==> src/hw/skip_test_map.vh <==
`ifndef SKIP_TEST_MAP_VH
`define SKIP_TEST_MAP_VH

// instruction codes, ten bits
`define OP_SKIP_ACC_EQ_MEM      10'h026
`define OP_SKIP_EXT0_FLAG_SET   10'h038
`define OP_SKIP_CONV_DONE       10'h287
`define OP_SKIP_EXT_PIN_LEVEL   10'h03a

// control bit positions
`define EXT0_IRQ_ENABLE_BIT     0
`define CONV_IRQ_ENABLE_BIT     2
`define PIN_POLARITY_BIT        2

// register byte offsets
`define REG_IRQ_CTRL_FIRST      8'h00
`define REG_IRQ_CTRL_SECOND     8'h04
`define REG_PIN_IRQ_CTRL        8'h08
`define REG_FLAG_VIEW           8'h0c
`define REG_EVENT_STATUS        8'h10
`define REG_EVENT_MASK          8'h14

// flag view bits
`define VIEW_EXT0_FLAG_BIT      0
`define VIEW_CONV_FLAG_BIT      1
`define VIEW_PIN_LEVEL_BIT      2
`define VIEW_SKIP_ACTIVE_BIT    3

// event status bits
`define EVT_SKIP_ARMED_BIT      0
`define EVT_EXT0_CLEARED_BIT    1
`define EVT_CONV_CLEARED_BIT    2
`define EVT_DISCARDED_BIT       3

// widths and reset values
`define CTRL_WIDTH              4
`define EVT_WIDTH               4
`define ADDR_DECODE_WIDTH       8
`define CTRL_RESET              4'h0
`define EVT_RESET               4'h0
`define FLAG_RESET              1'b0
`define DATA_RESET              32'h0000_0000
`define HTRANS_NONSEQ_BIT       1
`define HRESP_OKAY              1'b0

// request flag cells
`define FLAG_COUNT              2
`define FLAG_EXT0_IDX           0
`define FLAG_CONV_IDX           1

`endif

==> src/hw/request_flag_cell.v <==
`timescale 1ns/1ns
`default_nettype none
`include "skip_test_map.vh"

module request_flag_cell (
   // clock and reset
   input  wire hclk,
   input  wire hresetn,
   // flag control
   input  wire set_pulse,
   input  wire clear_pulse,
   output reg  flag_reg
);

   // a source event in the clearing cycle must not be lost
   always @(posedge hclk or negedge hresetn) begin
      if (!hresetn) begin
         flag_reg <= `FLAG_RESET;
      end else if (set_pulse) begin
         flag_reg <= 1'b1;
      end else if (clear_pulse) begin
         flag_reg <= 1'b0;
      end
   end

endmodule // request_flag_cell
`default_nettype wire

==> src/hw/skip_test_instruction_logic.v <==
// The implementer's own choices: the AHB-Lite slave port and the register offsets.
`timescale 1ns/1ns
`default_nettype none
`include "skip_test_map.vh"

module skip_test_instruction_logic #(
   parameter INSTR_WIDTH = 10,
   parameter DATA_WIDTH  = 4
) (
   // clock and reset
   input  wire                   hclk,
   input  wire                   hresetn,
   // ahb-lite slave
   input  wire                   hsel,
   input  wire [31:0]            haddr,
   input  wire [1:0]             htrans,
   input  wire                   hwrite,
   input  wire [2:0]             hsize,
   input  wire [31:0]            hwdata,
   input  wire                   hready,
   output reg  [31:0]            hrdata,
   output reg                    hreadyout,
   output reg                    hresp,
   // instruction stream from fetch
   input  wire                   instr_valid,
   input  wire [INSTR_WIDTH-1:0] instr_word,
   // core operands
   input  wire [DATA_WIDTH-1:0]  accumulator,
   input  wire [DATA_WIDTH-1:0]  pointed_memory_word,
   // flag sources and pin
   input  wire                   ext0_event,
   input  wire                   conv_event,
   input  wire                   ext_pin_level,
   // results to the core
   output reg                    skip_active,
   output reg                    test_executed,
   output wire                   ext0_request_flag,
   output wire                   conv_done_flag,
   // interrupt
   output reg                    irq
);

   // ------------------------------------------------------------------
   // control registers
   reg  [`CTRL_WIDTH-1:0] irq_ctrl_first_reg;
   reg  [`CTRL_WIDTH-1:0] irq_ctrl_second_reg;
   reg  [`CTRL_WIDTH-1:0] pin_irq_ctrl_reg;
   reg  [`EVT_WIDTH-1:0]  status_reg;
   reg  [`EVT_WIDTH-1:0]  status_next;
   reg  [`EVT_WIDTH-1:0]  mask_reg;
   reg  [`EVT_WIDTH-1:0]  mask_next;
   reg                    skip_pending_reg;
   reg                    skip_pending_next;

   // bus phase capture
   reg                            wr_pending_reg;
   reg  [`ADDR_DECODE_WIDTH-1:0]  wr_addr_reg;
   reg  [31:0]                    read_mux;

   // decode
   wire ext0_irq_enable;
   wire conv_irq_enable;
   wire pin_polarity_select;
   wire execute;
   wire discard;
   wire is_acc_eq_mem;
   wire is_ext0_test;
   wire is_conv_test;
   wire is_pin_test;
   wire ext0_gate_open;
   wire conv_gate_open;
   wire skip_acc_eq_mem;
   wire skip_ext0_flag_set;
   wire skip_conv_done;
   wire skip_ext_pin_level;
   wire skip_next;
   wire ext0_clear;
   wire conv_clear;
   wire bus_access;
   wire bus_read;
   wire bus_write;
   wire status_read;
   wire [`ADDR_DECODE_WIDTH-1:0] addr_lo;
   wire [`EVT_WIDTH-1:0]         events;
   wire                          any_test;
   // per-flag cell wiring
   wire [`FLAG_COUNT-1:0]        flag_set;
   wire [`FLAG_COUNT-1:0]        flag_clear;
   wire [`FLAG_COUNT-1:0]        flag_q;
   genvar                        flag_idx;

   assign ext0_irq_enable     = irq_ctrl_first_reg[`EXT0_IRQ_ENABLE_BIT];
   assign conv_irq_enable     = irq_ctrl_second_reg[`CONV_IRQ_ENABLE_BIT];
   assign pin_polarity_select = pin_irq_ctrl_reg[`PIN_POLARITY_BIT];

   // ------------------------------------------------------------------
   // instruction decode
   // a word arriving while a skip is pending is the skipped one
   assign discard = instr_valid & skip_pending_reg;
   assign execute = instr_valid & ~skip_pending_reg;

   // exact ten-bit match; each test is a single word, single cycle
   assign is_acc_eq_mem = execute & (instr_word == `OP_SKIP_ACC_EQ_MEM);
   assign is_ext0_test  = execute & (instr_word == `OP_SKIP_EXT0_FLAG_SET);
   assign is_conv_test  = execute & (instr_word == `OP_SKIP_CONV_DONE);
   assign is_pin_test   = execute & (instr_word == `OP_SKIP_EXT_PIN_LEVEL);

   // enable bit set turns the flag tests into a no-operation
   assign ext0_gate_open = is_ext0_test & ~ext0_irq_enable;
   assign conv_gate_open = is_conv_test & ~conv_irq_enable;

   // ------------------------------------------------------------------
   // skip conditions
   assign skip_acc_eq_mem    = is_acc_eq_mem & (accumulator == pointed_memory_word);
   assign skip_ext0_flag_set = ext0_gate_open & ext0_request_flag;
   assign skip_conv_done     = conv_gate_open & conv_done_flag;
   // pin is taken as synchronous; no synchroniser here
   // low level skips with polarity 0, high level with polarity 1
   assign skip_ext_pin_level = is_pin_test & (ext_pin_level == pin_polarity_select);

   assign skip_next = skip_acc_eq_mem | skip_ext0_flag_set | skip_conv_done |
                      skip_ext_pin_level;

   // clear happens whether or not the flag was set
   assign ext0_clear = ext0_gate_open;
   assign conv_clear = conv_gate_open;

   // a discarded word cannot arm a new skip: execute excludes it
   always @* begin
      skip_pending_next = skip_pending_reg;
      if (skip_next) begin
         skip_pending_next = 1'b1;
      end else if (discard) begin
         skip_pending_next = 1'b0;
      end
   end

   always @(posedge hclk or negedge hresetn) begin
      if (!hresetn) begin
         skip_pending_reg <= 1'b0;
      end else begin
         skip_pending_reg <= skip_pending_next;
      end
   end

   // all four tests report, a gated one as a no-operation too
   assign any_test = is_acc_eq_mem | is_ext0_test | is_conv_test | is_pin_test;

   // carry is never driven from here, so every test leaves it alone
   always @(posedge hclk or negedge hresetn) begin
      if (!hresetn) begin
         skip_active   <= 1'b0;
         test_executed <= 1'b0;
      end else begin
         skip_active   <= skip_pending_next;
         test_executed <= any_test;
      end
   end

   // ------------------------------------------------------------------
   // request flags, one cell per flag; a set in the clearing cycle wins
   assign flag_set[`FLAG_EXT0_IDX]   = ext0_event;
   assign flag_set[`FLAG_CONV_IDX]   = conv_event;
   assign flag_clear[`FLAG_EXT0_IDX] = ext0_clear;
   assign flag_clear[`FLAG_CONV_IDX] = conv_clear;

   generate
      for (flag_idx = 0; flag_idx < `FLAG_COUNT; flag_idx = flag_idx + 1) begin : g_flag
         request_flag_cell flag_cell (
            .hclk        (hclk),
            .hresetn     (hresetn),
            .set_pulse   (flag_set[flag_idx]),
            .clear_pulse (flag_clear[flag_idx]),
            .flag_reg    (flag_q[flag_idx])
         );
      end
   endgenerate

   assign ext0_request_flag = flag_q[`FLAG_EXT0_IDX];
   assign conv_done_flag    = flag_q[`FLAG_CONV_IDX];

   // ------------------------------------------------------------------
   // ahb-lite slave, zero wait states
   // hsize is not decoded: every register is one aligned word
   assign bus_access = hsel & hready & htrans[`HTRANS_NONSEQ_BIT];
   assign bus_read   = bus_access & ~hwrite;
   assign bus_write  = bus_access & hwrite;
   assign addr_lo    = haddr[`ADDR_DECODE_WIDTH-1:0];
   assign status_read = bus_read & (addr_lo == `REG_EVENT_STATUS);

   // read data is sampled at the address phase so it stands in a flop
   always @* begin
      read_mux = `DATA_RESET;
      case (addr_lo)
         `REG_IRQ_CTRL_FIRST: begin
            read_mux[`CTRL_WIDTH-1:0] = irq_ctrl_first_reg;
         end
         `REG_IRQ_CTRL_SECOND: begin
            read_mux[`CTRL_WIDTH-1:0] = irq_ctrl_second_reg;
         end
         `REG_PIN_IRQ_CTRL: begin
            read_mux[`CTRL_WIDTH-1:0] = pin_irq_ctrl_reg;
         end
         `REG_FLAG_VIEW: begin
            read_mux[`VIEW_EXT0_FLAG_BIT]   = ext0_request_flag;
            read_mux[`VIEW_CONV_FLAG_BIT]   = conv_done_flag;
            read_mux[`VIEW_PIN_LEVEL_BIT]   = ext_pin_level;
            read_mux[`VIEW_SKIP_ACTIVE_BIT] = skip_pending_reg;
         end
         `REG_EVENT_STATUS: begin
            read_mux[`EVT_WIDTH-1:0] = status_reg;
         end
         `REG_EVENT_MASK: begin
            read_mux[`EVT_WIDTH-1:0] = mask_reg;
         end
         default: begin
            read_mux = `DATA_RESET;
         end
      endcase
   end

   always @(posedge hclk or negedge hresetn) begin
      if (!hresetn) begin
         hrdata    <= `DATA_RESET;
         hreadyout <= 1'b1;
         hresp     <= `HRESP_OKAY;
      end else begin
         hreadyout <= 1'b1;
         hresp     <= `HRESP_OKAY;
         if (bus_read) begin
            hrdata <= read_mux;
         end
      end
   end

   // writes land in the data phase, when hwdata is valid
   // write address held until the data phase
   always @(posedge hclk or negedge hresetn) begin
      if (!hresetn) begin
         wr_pending_reg <= 1'b0;
         wr_addr_reg    <= {`ADDR_DECODE_WIDTH{1'b0}};
      end else begin
         wr_pending_reg <= bus_write;
         if (bus_write) begin
            wr_addr_reg <= addr_lo;
         end
      end
   end

   always @(posedge hclk or negedge hresetn) begin
      if (!hresetn) begin
         irq_ctrl_first_reg  <= `CTRL_RESET;
         irq_ctrl_second_reg <= `CTRL_RESET;
         pin_irq_ctrl_reg    <= `CTRL_RESET;
      end else if (wr_pending_reg) begin
         case (wr_addr_reg)
            `REG_IRQ_CTRL_FIRST: begin
               irq_ctrl_first_reg <= hwdata[`CTRL_WIDTH-1:0];
            end
            `REG_IRQ_CTRL_SECOND: begin
               irq_ctrl_second_reg <= hwdata[`CTRL_WIDTH-1:0];
            end
            `REG_PIN_IRQ_CTRL: begin
               pin_irq_ctrl_reg <= hwdata[`CTRL_WIDTH-1:0];
            end
            default: begin
               pin_irq_ctrl_reg <= pin_irq_ctrl_reg;
            end
         endcase
      end
   end

   // the mask's next value lets irq follow a mask write at the same edge
   always @* begin
      mask_next = mask_reg;
      if (wr_pending_reg && (wr_addr_reg == `REG_EVENT_MASK)) begin
         mask_next = hwdata[`EVT_WIDTH-1:0];
      end
   end

   // ------------------------------------------------------------------
   // sticky events, cleared by reading; a new event beats the read clear
   assign events[`EVT_SKIP_ARMED_BIT]   = skip_next;
   assign events[`EVT_EXT0_CLEARED_BIT] = ext0_clear & ext0_request_flag;
   assign events[`EVT_CONV_CLEARED_BIT] = conv_clear & conv_done_flag;
   assign events[`EVT_DISCARDED_BIT]    = discard;

   always @* begin
      status_next = status_reg;
      if (status_read) begin
         status_next = `EVT_RESET;
      end
      status_next = status_next | events;
   end

   always @(posedge hclk or negedge hresetn) begin
      if (!hresetn) begin
         status_reg <= `EVT_RESET;
         mask_reg   <= `EVT_RESET;
         irq        <= 1'b0;
      end else begin
         // irq uses next status and mask so it never lags either
         status_reg <= status_next;
         mask_reg   <= mask_next;
         irq        <= |(status_next & mask_next);
      end
   end

endmodule // skip_test_instruction_logic
`default_nettype wire

==> config.mk <==
export PLATFORM = sky130hd
export DESIGN_NAME = skip_test_instruction_logic
export DESIGN_NICKNAME = d
export VERILOG_FILES = /design/src/hw/request_flag_cell.v /design/src/hw/skip_test_instruction_logic.v
export VERILOG_INCLUDE_DIRS = /design/src /design/src/hw
export SDC_FILE = /design/constraint.sdc
export NUM_CORES = 1
export LEC_CHECK = 0
export BUFFER_PORTS_ARGS = -buffer_cell sky130_fd_sc_hd__buf_2
export CAP_MARGIN = 20
export CELL_PAD_IN_SITES_DETAIL_PLACEMENT = 0
export CELL_PAD_IN_SITES_GLOBAL_PLACEMENT = 1
export CORE_ASPECT_RATIO = 0.7
export CORE_MARGIN = 2
export CORE_UTILIZATION = 27
export CTS_CLUSTER_DIAMETER = 40
export CTS_CLUSTER_SIZE = 30
export DETAILED_ROUTE_END_ITERATION = 10
export PLACE_DENSITY = 0.82
export SKIP_CTS_REPAIR_TIMING = 1
export SYNTH_ARGS = -nofsm -noshare
export SYNTH_HDL_FRONTEND = slang
export SYNTH_SLANG_ARGS = --single-unit
==> constraint.sdc <==
create_clock -name hclk -period 2.3 [get_ports hclk]
set_input_delay 0.23 -clock hclk [delete_from_list [all_inputs] [get_ports hclk]]
set_output_delay 0.23 -clock hclk [all_outputs]
set_load 0.01 [all_outputs]
==> results of run 1 <==
## where the power goes
group	leakage [nW]	internal, mW	total (mW)	switching, mW
sequential	0.494	0.751	0.803	0.0521
clock	0.0573	0.347	0.582	0.235
combinational	0.696	0.128	0.263	0.135
## through the flow
stage / area, µm² / hold WS [ns] / util [%] / TNS, ns / std cells
after floorplan: 2200 / -0.0656 / - / 0 / 229
after global placement: 2350 / 0.381 / 31.7 / -0.197 / 347
after detailed placement: 2350 / 0.377 / 31.7 / -0.212 / 347
after CTS: 2470 / 0.0699 / 33.2 / -0.255 / 354
after global routing: 2490 / 0.114 / 33.6 / -0.146 / 354
final: 2490 / 0.0412 / 33.6 / -0.0712 / 354
## area by class of cell
type / instances / area (µm²) / share of cell area (%)
tap: 98 / 123 / 4.92
clock buffer: 6 / 82.6 / 3.31
sequential: 38 / 951 / 38.2
inverter: 3 / 11.3 / 0.452
multi-input combinational: 155 / 1020 / 40.8
timing repair buffer: 53 / 278 / 11.1
clock inverter: 1 / 30.0 / 1.20
## cells in the final DEF, fill, tap and decap left out, drive strengths merged, types with 2 or more instances in the layout
cell type,n
buf,53
nand2,39
dfrtp,38
conb,30
mux2,17
o21ai,11
mux2i,6
clkbuf,6
nor2,6
xnor2,5
nand3,5
nand2b,3
or3b,3
nor3,3
a22oi,3
a21boi,3
nor2b,2
nor4b,2
nand4,2
nor4,2
inv,2
mux4,2
o211ai,2
a22o,2
## critical path, stage by stage, from the launching register on
cell and delay [ns]:
dfrtp_1 0.38, or3b_4 0.40, or3b_4 0.40, nor2_4 0.20
mux2_4 0.33, a21boi_1 0.15, or3b_1 0.39
## worst max-delay path by stage
stage | to | slack (ns) | cells past startpoint
floorplan | irq | 0.01 | 6
global placement | irq | -0.20 | 6
detailed placement | irq | -0.21 | 6
CTS | irq | -0.26 | 6
global route | irq | -0.15 | 6
finish | irq | -0.07 | 6
## layer usage
layer  vias to the layer above  wire length [µm]  track usage (%)
met5                         -                 0                0
met4                         0                34             2.66
met3                         4               312             4.12
met2                        40              2070             16.2
met1                       724              2360             17.3
li1                        746                 -                -
## synth_stat cells (4+ instances only)
library cell	n	area [µm²]
buf_4	30	225
dfrtp_1	38	951
mux2_1	8	90.1
mux2_2	9	101
mux2i_1	6	60.1
nand2_1	39	146
nand3_1	4	20.0
nor2_1	5	18.8
o21ai_0	11	55.1
xnor2_1	5	43.8
## logic make-up after synthesis
| family | Yosys count | share of synthesized area (%) |
|---|---|---|
| DFF | 38 | 45.5 |
| buffers and inverters | 36 | 12.2 |
| other | 2 | 0.359 |
| and+or+nand+nor | 72 | 18.7 |
| AOI/OAI and AO/OA | 23 | 7.06 |
| muxes | 25 | 14.2 |
| xor gates and xnor gates | 5 | 2.09 |
==> flow_summary.json, run 1 <==
{
  "clockBufferDepth": 2,
  "grtUsageTotal_pct": 11.7,
  "cap_violations": 0,
  "h-tree-depth": 2,
  "cp-end-kind": "flip-flop",
  "antenna_found_initial": 0,
  "clk_latency_ns": 0.29,
  "synthDistinctLibCells": 39,
  "fmax_ghz": 0.422,
  "crit_start": "wr_addr_reg[1]",
  "max_slew_margin_pct": 44.2,
  "r2r-start": "wr_addr_reg[1]",
  "hold_viol": 0,
  "worst_slack_ns": -0.0712,
  "dieArea_um2": 8480,
  "rsz0062_at_grt": "yes",
  "initial_core_util_pct": 28.2,
  "postRouteAntennaNets": 0,
  "cts_buffers": 5,
  "layout-drive-gt1-share_pct": 32.4,
  "p_leak_nw": 1.25,
  "r2r_slack_ns": -0.07,
  "synth_edf_count": 0,
  "core_um2": 7420,
  "failed_checks": "setup timing",
  "ys_ff_latch": 38,
  "drcViolationCount": 0,
  "crit_path_max_fanout": 4,
  "synth-main-ff-cell": "dfrtp_1",
  "rows": 26,
  "status": "finished, violations left",
  "grt_pass1_wl_mm": 7.45,
  "fp.dieH_um": 77.6,
  "antenna_cells": 0,
  "fin_worst_skew_ns": 0.00693,
  "n_fill_cell": 767,
  "tightestPinTransition_ns": 0.838,
  "hpwl_mm": 3.67,
  "syn-instance-count": 201,
  "wl_mm": 4.78,
  "cts.clk_slew.worst_paths_ns": 0.08,
  "place_congestion": 0.763,
  "chipWidth_um": 109,
  "period_share_pct": 103,
  "ir_worst_vdd_v": 0.000258,
  "grt_pass1_vias": 1478,
  "p_per_area_nw_per_um2": 661,
  "num_vias": 1514,
  "cp.arrival_ns": 2.54,
  "report.final.setup_viol": 1,
  "ys_seq_area_share_pct": 45.5,
  "pre_cts_slack_ns": -0.212,
  "startpoint_type": "flip-flop",
  "yosys_warnings": 0,
  "wl_per_cell_um": 13.5,
  "power_mw": 1.65,
  "avgSynthCellArea_um2": 10.4,
  "vias_per_cell": 4.28,
  "synth_area_um2": 2090,
  "initialDrtViolationCount": 120,
  "largest_register_ffs": 8,
  "cp.required_ns": 2.47,
  "portBuffers": 48,
  "grt_start_max_net_pins": 39,
  "grt_overflow_total": 0,
  "fin_crit_ns": 2.37,
  "worst-r2r-cell-count": 6,
  "io_pins": 135,
  "async_flop_share_pct": 100,
  "tritoncts": "built",
  "rr_endpoint": "irq",
  "root_buffer": "clkbuf_8",
  "clkSinkCount": 38,
  "firstDrtPassIters": 4,
  "drv_slew": 0,
  "area_growth_pct": 19.1,
  "path_class": "flip-flop to flip-flop",
  "fin_nets": 352,
  "hp-class": "primary input to asynchronous set/reset pin"
}
No activity file was read; power rests on OpenSTA's default activity.
==> run 2, diff against run 1 <==
--- a/config.mk
+++ b/config.mk
@@ -12,11 +12,12 @@
 export CELL_PAD_IN_SITES_GLOBAL_PLACEMENT = 1
 export CORE_ASPECT_RATIO = 0.7
 export CORE_MARGIN = 2
-export CORE_UTILIZATION = 27
+export CORE_UTILIZATION = 28
+export CTS_BUF_LIST = sky130_fd_sc_hd__clkbuf_8
 export CTS_CLUSTER_DIAMETER = 40
 export CTS_CLUSTER_SIZE = 30
 export DETAILED_ROUTE_END_ITERATION = 10
-export PLACE_DENSITY = 0.82
+export PLACE_DENSITY = 0.84
 export SKIP_CTS_REPAIR_TIMING = 1
 export SYNTH_ARGS = -nofsm -noshare
 export SYNTH_HDL_FRONTEND = slang
==> run 2 against run 1 <==
The flow still finishes with violations (setup timing). Maximum frequency fell by 0.63%. Register-to-register slack got worse by 0.02 ns. Global-route usage rose by 0.067 points. Critical path type unchanged. Critical endpoint unchanged. Largest cell class unchanged. Highest routed layer unchanged.
==> flow_summary.json, run 2 (synthesized netlist as in run 1, its figures left out) <==
{
  "status": "finished, violations left",
  "failed_checks": "setup timing",
  "report.final.setup_viol": 1,
  "postRouteAntennaNets": 0,
  "num_vias": 1531,
  "wl_per_cell_um": 13.3,
  "max_slew_margin_pct": 43.6,
  "p_per_area_nw_per_um2": 606,
  "drv_slew": 0,
  "chipWidth_um": 107,
  "gr-max-usage-layer": "met1",
  "n_fill_cell": 748,
  "tritoncts": "built",
  "grt_pass1_wl_mm": 7.43,
  "antenna_cells": 0,
  "dieArea_um2": 8190,
  "rows": 26,
  "clkSinkCount": 38,
  "hpwl_mm": 3.62,
  "p_leak_nw": 1.24,
  "period_share_pct": 104,
  "crit_start": "wr_addr_reg[0]",
  "fmax_ghz": 0.419,
  "r2r-start": "wr_addr_reg[0]",
  "pre_cts_slack_ns": -0.213,
  "grtUsageTotal_pct": 11.8,
  "grt_pass1_vias": 1470,
  "core_um2": 7250,
  "hold_viol": 0,
  "fin_crit_ns": 2.39,
  "area_growth_pct": 17.6,
  "cp.required_ns": 2.47,
  "tightestPinTransition_ns": 0.846,
  "wl_mm": 4.72,
  "fin_area_um2": 2460,
  "stdcell_count": 354,
  "fin_util_pct": 33.9,
  "r2r_slack_ns": -0.09,
  "place_congestion": 0.758,
  "antenna_found_initial": 0,
  "crit_path_max_fanout": 4,
  "cp-end-kind": "flip-flop",
  "holdWs_ns": 0.0482,
  "ir_worst_vdd_v": 0.000223,
  "cts.clk_slew.worst_paths_ns": 0.07,
  "worst-r2r-cell-count": 6,
  "dpl_cell_area_um2": 2350,
  "grt_overflow_total": 0,
  "initial_core_util_pct": 28.8,
  "cp.arrival_ns": 2.55,
  "fin_nets": 352,
  "largest_register_ffs": 8,
  "root_buffer": "clkbuf_8",
  "fin_worst_skew_ns": 0.00750,
  "vias_per_cell": 4.32,
  "path_class": "flip-flop to flip-flop",
  "met3_usage_pct": 3.76,
  "clockBufferDepth": 2,
  "rsz0062_at_grt": "yes",
  "rr_endpoint": "irq",
  "grt_use_met1_pct": 17.4,
  "clk_latency_ns": 0.29,
  "fp.dieH_um": 76.3,
  "firstDrtPassIters": 4,
  "initialDrtViolationCount": 97,
  "dpl.cell_count": 347,
  "cts_buffers": 5,
  "use_met2_pct": 16.2,
  "final_cell_mix": "buf_2, nand2_1, dfrtp_1",
  "layout-drive-gt1-share_pct": 32.0,
  "drcViolationCount": 0,
  "hp-class": "primary input to asynchronous set/reset pin",
  "grt_start_max_net_pins": 39,
  "h-tree-depth": 2,
  "layout_commonest_cell": "buf_2",
  "io_pins": 135,
  "portBuffers": 48,
  "startpoint_type": "flip-flop",
  "cap_violations": 0,
  "worst_slack_ns": -0.0862
}
-- run 2: cell count changes in the layout (fill, tap and decap cells not counted) --
cell | previous run | this run
bufinv_16 | 1 | 0
clkbuf_8 | 6 | 5
mux2_4 | 3 | 4
mux2_1 | 5 | 4
inv_1 | 2 | 4
-- run 2: area by class of cell --
| cell class | count | area (µm²) | share of cell area (%) |
|---|---|---|---|
| Inverter | 3 | 11.3 | 0.458 |
| Clock inverter | 2 | 7.51 | 0.305 |
| Multi-Input combinational cell | 155 | 1020 | 41.5 |
| Clock buffer | 5 | 68.8 | 2.80 |
| Sequential cell | 38 | 951 | 38.7 |
| Tap cell | 98 | 123 | 4.98 |
| Timing Repair Buffer | 53 | 278 | 11.3 |
-- run 2: worst max-delay path by stage --
stage	end	slack, ns	cells past startpoint
4_1_cts	irq	-0.23	6
3_5_place_dp	irq	-0.21	6
2_1_floorplan	irq	0.01	6
3_3_place_gp	irq	-0.21	6
5_1_grt	irq	-0.17	6
6_report	irq	-0.09	6
-- run 2: metal layers --
layer,share of wire (%),wire (µm)
met4,0.91,43
met3,6.2,293
met5,0,0
met2,42,1990
met1,51,2400
-- run 2: where the power goes --
group | internal [mW] | total, mW | switching, mW
combinational | 0.128 | 0.266 | 0.137
clock | 0.200 | 0.421 | 0.221
sequential | 0.752 | 0.803 | 0.0517
-- run 2: stage by stage --
stage / power [mW] / setup TNS, ns
floorplan: 1.01 / 0
global placement: 1.06 / -0.209
detailed placement: 1.07 / -0.213
CTS: 1.50 / -0.226
global route: 1.57 / -0.166
finish: 1.49 / -0.0862
-- run 2: worst max-delay path, cell delays in order (launching register included) --
cell and delay (ns):
dfrtp_1 0.38, or3b_4 0.40, or3b_4 0.42, nor2_4 0.21, mux2_4 0.34, a22oi_2 0.14, or3b_1 0.37
==> run 3, diff against run 2 <==
--- a/config.mk
+++ b/config.mk
@@ -17,7 +17,7 @@
 export CTS_CLUSTER_DIAMETER = 40
 export CTS_CLUSTER_SIZE = 30
 export DETAILED_ROUTE_END_ITERATION = 10
-export PLACE_DENSITY = 0.84
+export PLACE_DENSITY = 0.83
 export SKIP_CTS_REPAIR_TIMING = 1
 export SYNTH_ARGS = -nofsm -noshare
 export SYNTH_HDL_FRONTEND = slang
==> run 3 against run 2 <==
The run still ends with setup timing left. Register-to-register slack worse by 0.02 ns. Hold slack better by 0.0060 ns. Cell area is 0.61% higher. Sequential share of layout area shrank 0.23 points. Die area did not move. Non-clock buffer count is 1 higher. Global-route usage up 0.25 points. Routed wire length is 1.6% higher. Cell count up 0.56%.
==> flow_summary.json, run 3 (synthesized netlist as in run 1, its figures left out) <==
{
  "status": "finished, violations left",
  "failed_checks": "setup timing",
  "area_growth_pct": 18.3,
  "worst_slack_ns": -0.108,
  "swShare_pct": 27.2,
  "cp_common_cell": "or3b_4",
  "critPathMaxStageDelay_ns": 0.41,
  "r2r_slack_ns": -0.11,
  "rsz0062_at_grt": "yes",
  "holdWs_ns": 0.0541,
  "vias_per_cell": 4.29,
  "p_per_area_nw_per_um2": 619,
  "clockBufferDepth": 2,
  "place_congestion": 0.758,
  "hold_viol": 0,
  "cts_buffers": 5,
  "core_um2": 7250,
  "crit_path_max_fanout": 4,
  "wl_mm": 4.79,
  "grtUsageTotal_pct": 12.0,
  "cp.required_ns": 2.47,
  "clkSinkCount": 38,
  "fin_crit_ns": 2.41,
  "report.final.setup_viol": 1,
  "fin_nets": 353,
  "layout_commonest_cell": "buf_2",
  "cts.clk_slew.worst_paths_ns": 0.07,
  "path_class": "flip-flop to flip-flop",
  "initial_core_util_pct": 28.8,
  "cpMaxStageDelayCell": "or3b_4",
  "tritoncts": "built",
  "intPower_mw": 1.12,
  "hp-class": "primary input to asynchronous set/reset pin",
  "worstPathCellList": "or3b_4 > or3b_4 > nor2_4 > mux2_2 > a22oi_2 > or3b_1",
  "p_leak_nw": 1.25,
  "fmax_ghz": 0.415,
  "largest_register_ffs": 8,
  "drcViolationCount": 0,
  "chipWidth_um": 107,
  "tightestPinTransition_ns": 0.865,
  "rows": 26,
  "worst-r2r-cell-count": 6,
  "cp-end-kind": "flip-flop",
  "share_comb_of_total_power_pct": 17.4,
  "r2r-start": "wr_addr_reg[1]",
  "antenna_cells": 0,
  "cap_violations": 0,
  "power_frac_seq_pct": 52.4,
  "postRouteAntennaNets": 0,
  "cp_top_family": "simple AND/OR/NAND/NOR gates",
  "final_cell_mix": "buf_2, nand2_1, dfrtp_1",
  "power_mw": 1.53,
  "grt_pass1_wl_mm": 7.62,
  "power_switching_uw": 417,
  "grt_pass1_vias": 1521,
  "crit_buf_inv": 0,
  "drv_slew": 0,
  "io_pins": 135,
  "num_vias": 1527,
  "fp.dieH_um": 76.3,
  "cp.arrival_ns": 2.58,
  "period_share_pct": 105,
  "crit_cells": 6,
  "ir_worst_vdd_v": 0.000226,
  "grt_start_max_net_pins": 39,
  "antenna_found_initial": 0,
  "hpwl_mm": 3.67,
  "h-tree-depth": 2,
  "max_slew_margin_pct": 42.4,
  "fin_util_pct": 34.1,
  "firstDrtPassIters": 5,
  "dieArea_um2": 8190,
  "clk_latency_ns": 0.29,
  "layout-drive-gt1-share_pct": 32.2,
  "portBuffers": 48,
  "initialDrtViolationCount": 54,
  "startpoint_type": "flip-flop",
  "root_buffer": "clkbuf_8",
  "wl_per_cell_um": 13.5,
  "rr_endpoint": "irq",
  "clkPwrFrac_pct": 30.2,
  "grt_overflow_total": 0,
  "fin_worst_skew_ns": 0.00525
}
run 3: power by group through the flow:
| stage | logic [mW] | clock network (mW) | registers, mW |
|---|---|---|---|
| after floorplan | 0.210 | 0 | 0.799 |
| after global placement | 0.252 | 0 | 0.809 |
| after detailed placement | 0.261 | 0 | 0.813 |
| after CTS | 0.263 | 0.474 | 0.801 |
| after global routing | 0.298 | 0.504 | 0.812 |
| final | 0.266 | 0.464 | 0.803 |
run 3: layout make-up:
type,instances,area [µm²]
Fill cell,736,4780
Sequential cell,38,951
Inverter,3,11.3
Timing Repair Buffer,54,289
Clock inverter,2,8.76
Multi-Input combinational cell,155,1010
Clock buffer,6,82.6
Tap cell,98,123
run 3: worst max path at each step:
| stage | from | to | slack, ns |
|---|---|---|---|
| 4_1_cts | wr_addr_reg[1] | irq | -0.30 |
| 6_report | wr_addr_reg[1] | irq | -0.11 |
| 3_5_place_dp | wr_addr_reg[1] | irq | -0.27 |
| 5_1_grt | wr_addr_reg[1] | irq | -0.21 |
| 3_3_place_gp | wr_addr_reg[1] | irq | -0.20 |
| 2_1_floorplan | wr_addr_reg[1] | irq | 0.01 |
run 3: stage by stage:
| stage | cell area [µm²] | setup WS, ns | instances | TNS, ns |
|---|---|---|---|---|
| after floorplan | 2200 | 0.0138 | 229 | 0 |
| after global placement | 2350 | -0.197 | 347 | -0.197 |
| after detailed placement | 2350 | -0.266 | 347 | -0.266 |
| after CTS | 2440 | -0.304 | 355 | -0.304 |
| after global routing | 2470 | -0.208 | 356 | -0.208 |
| final | 2470 | -0.108 | 356 | -0.108 |
run 3: routing by layer:
metal | track usage [%] | vias to the layer above | part of all wire, %
li1 | - | 744 | -
met1 | 17.7 | 740 | 50
met2 | 17.2 | 39 | 44
met3 | 3.42 | 4 | 5.2
met4 | 3.12 | 0 | 0.61
met5 | 0 | - | 0
run 3: worst reg2reg max path: cells and delay by family, from the launching register on:
family | cells | cell delay [ns]
flip-flops | 1 | 0.38
AO/OA/AOI/OAI | 1 | 0.18
multiplexers | 1 | 0.39
AND/OR/NAND/NOR | 4 | 1.35
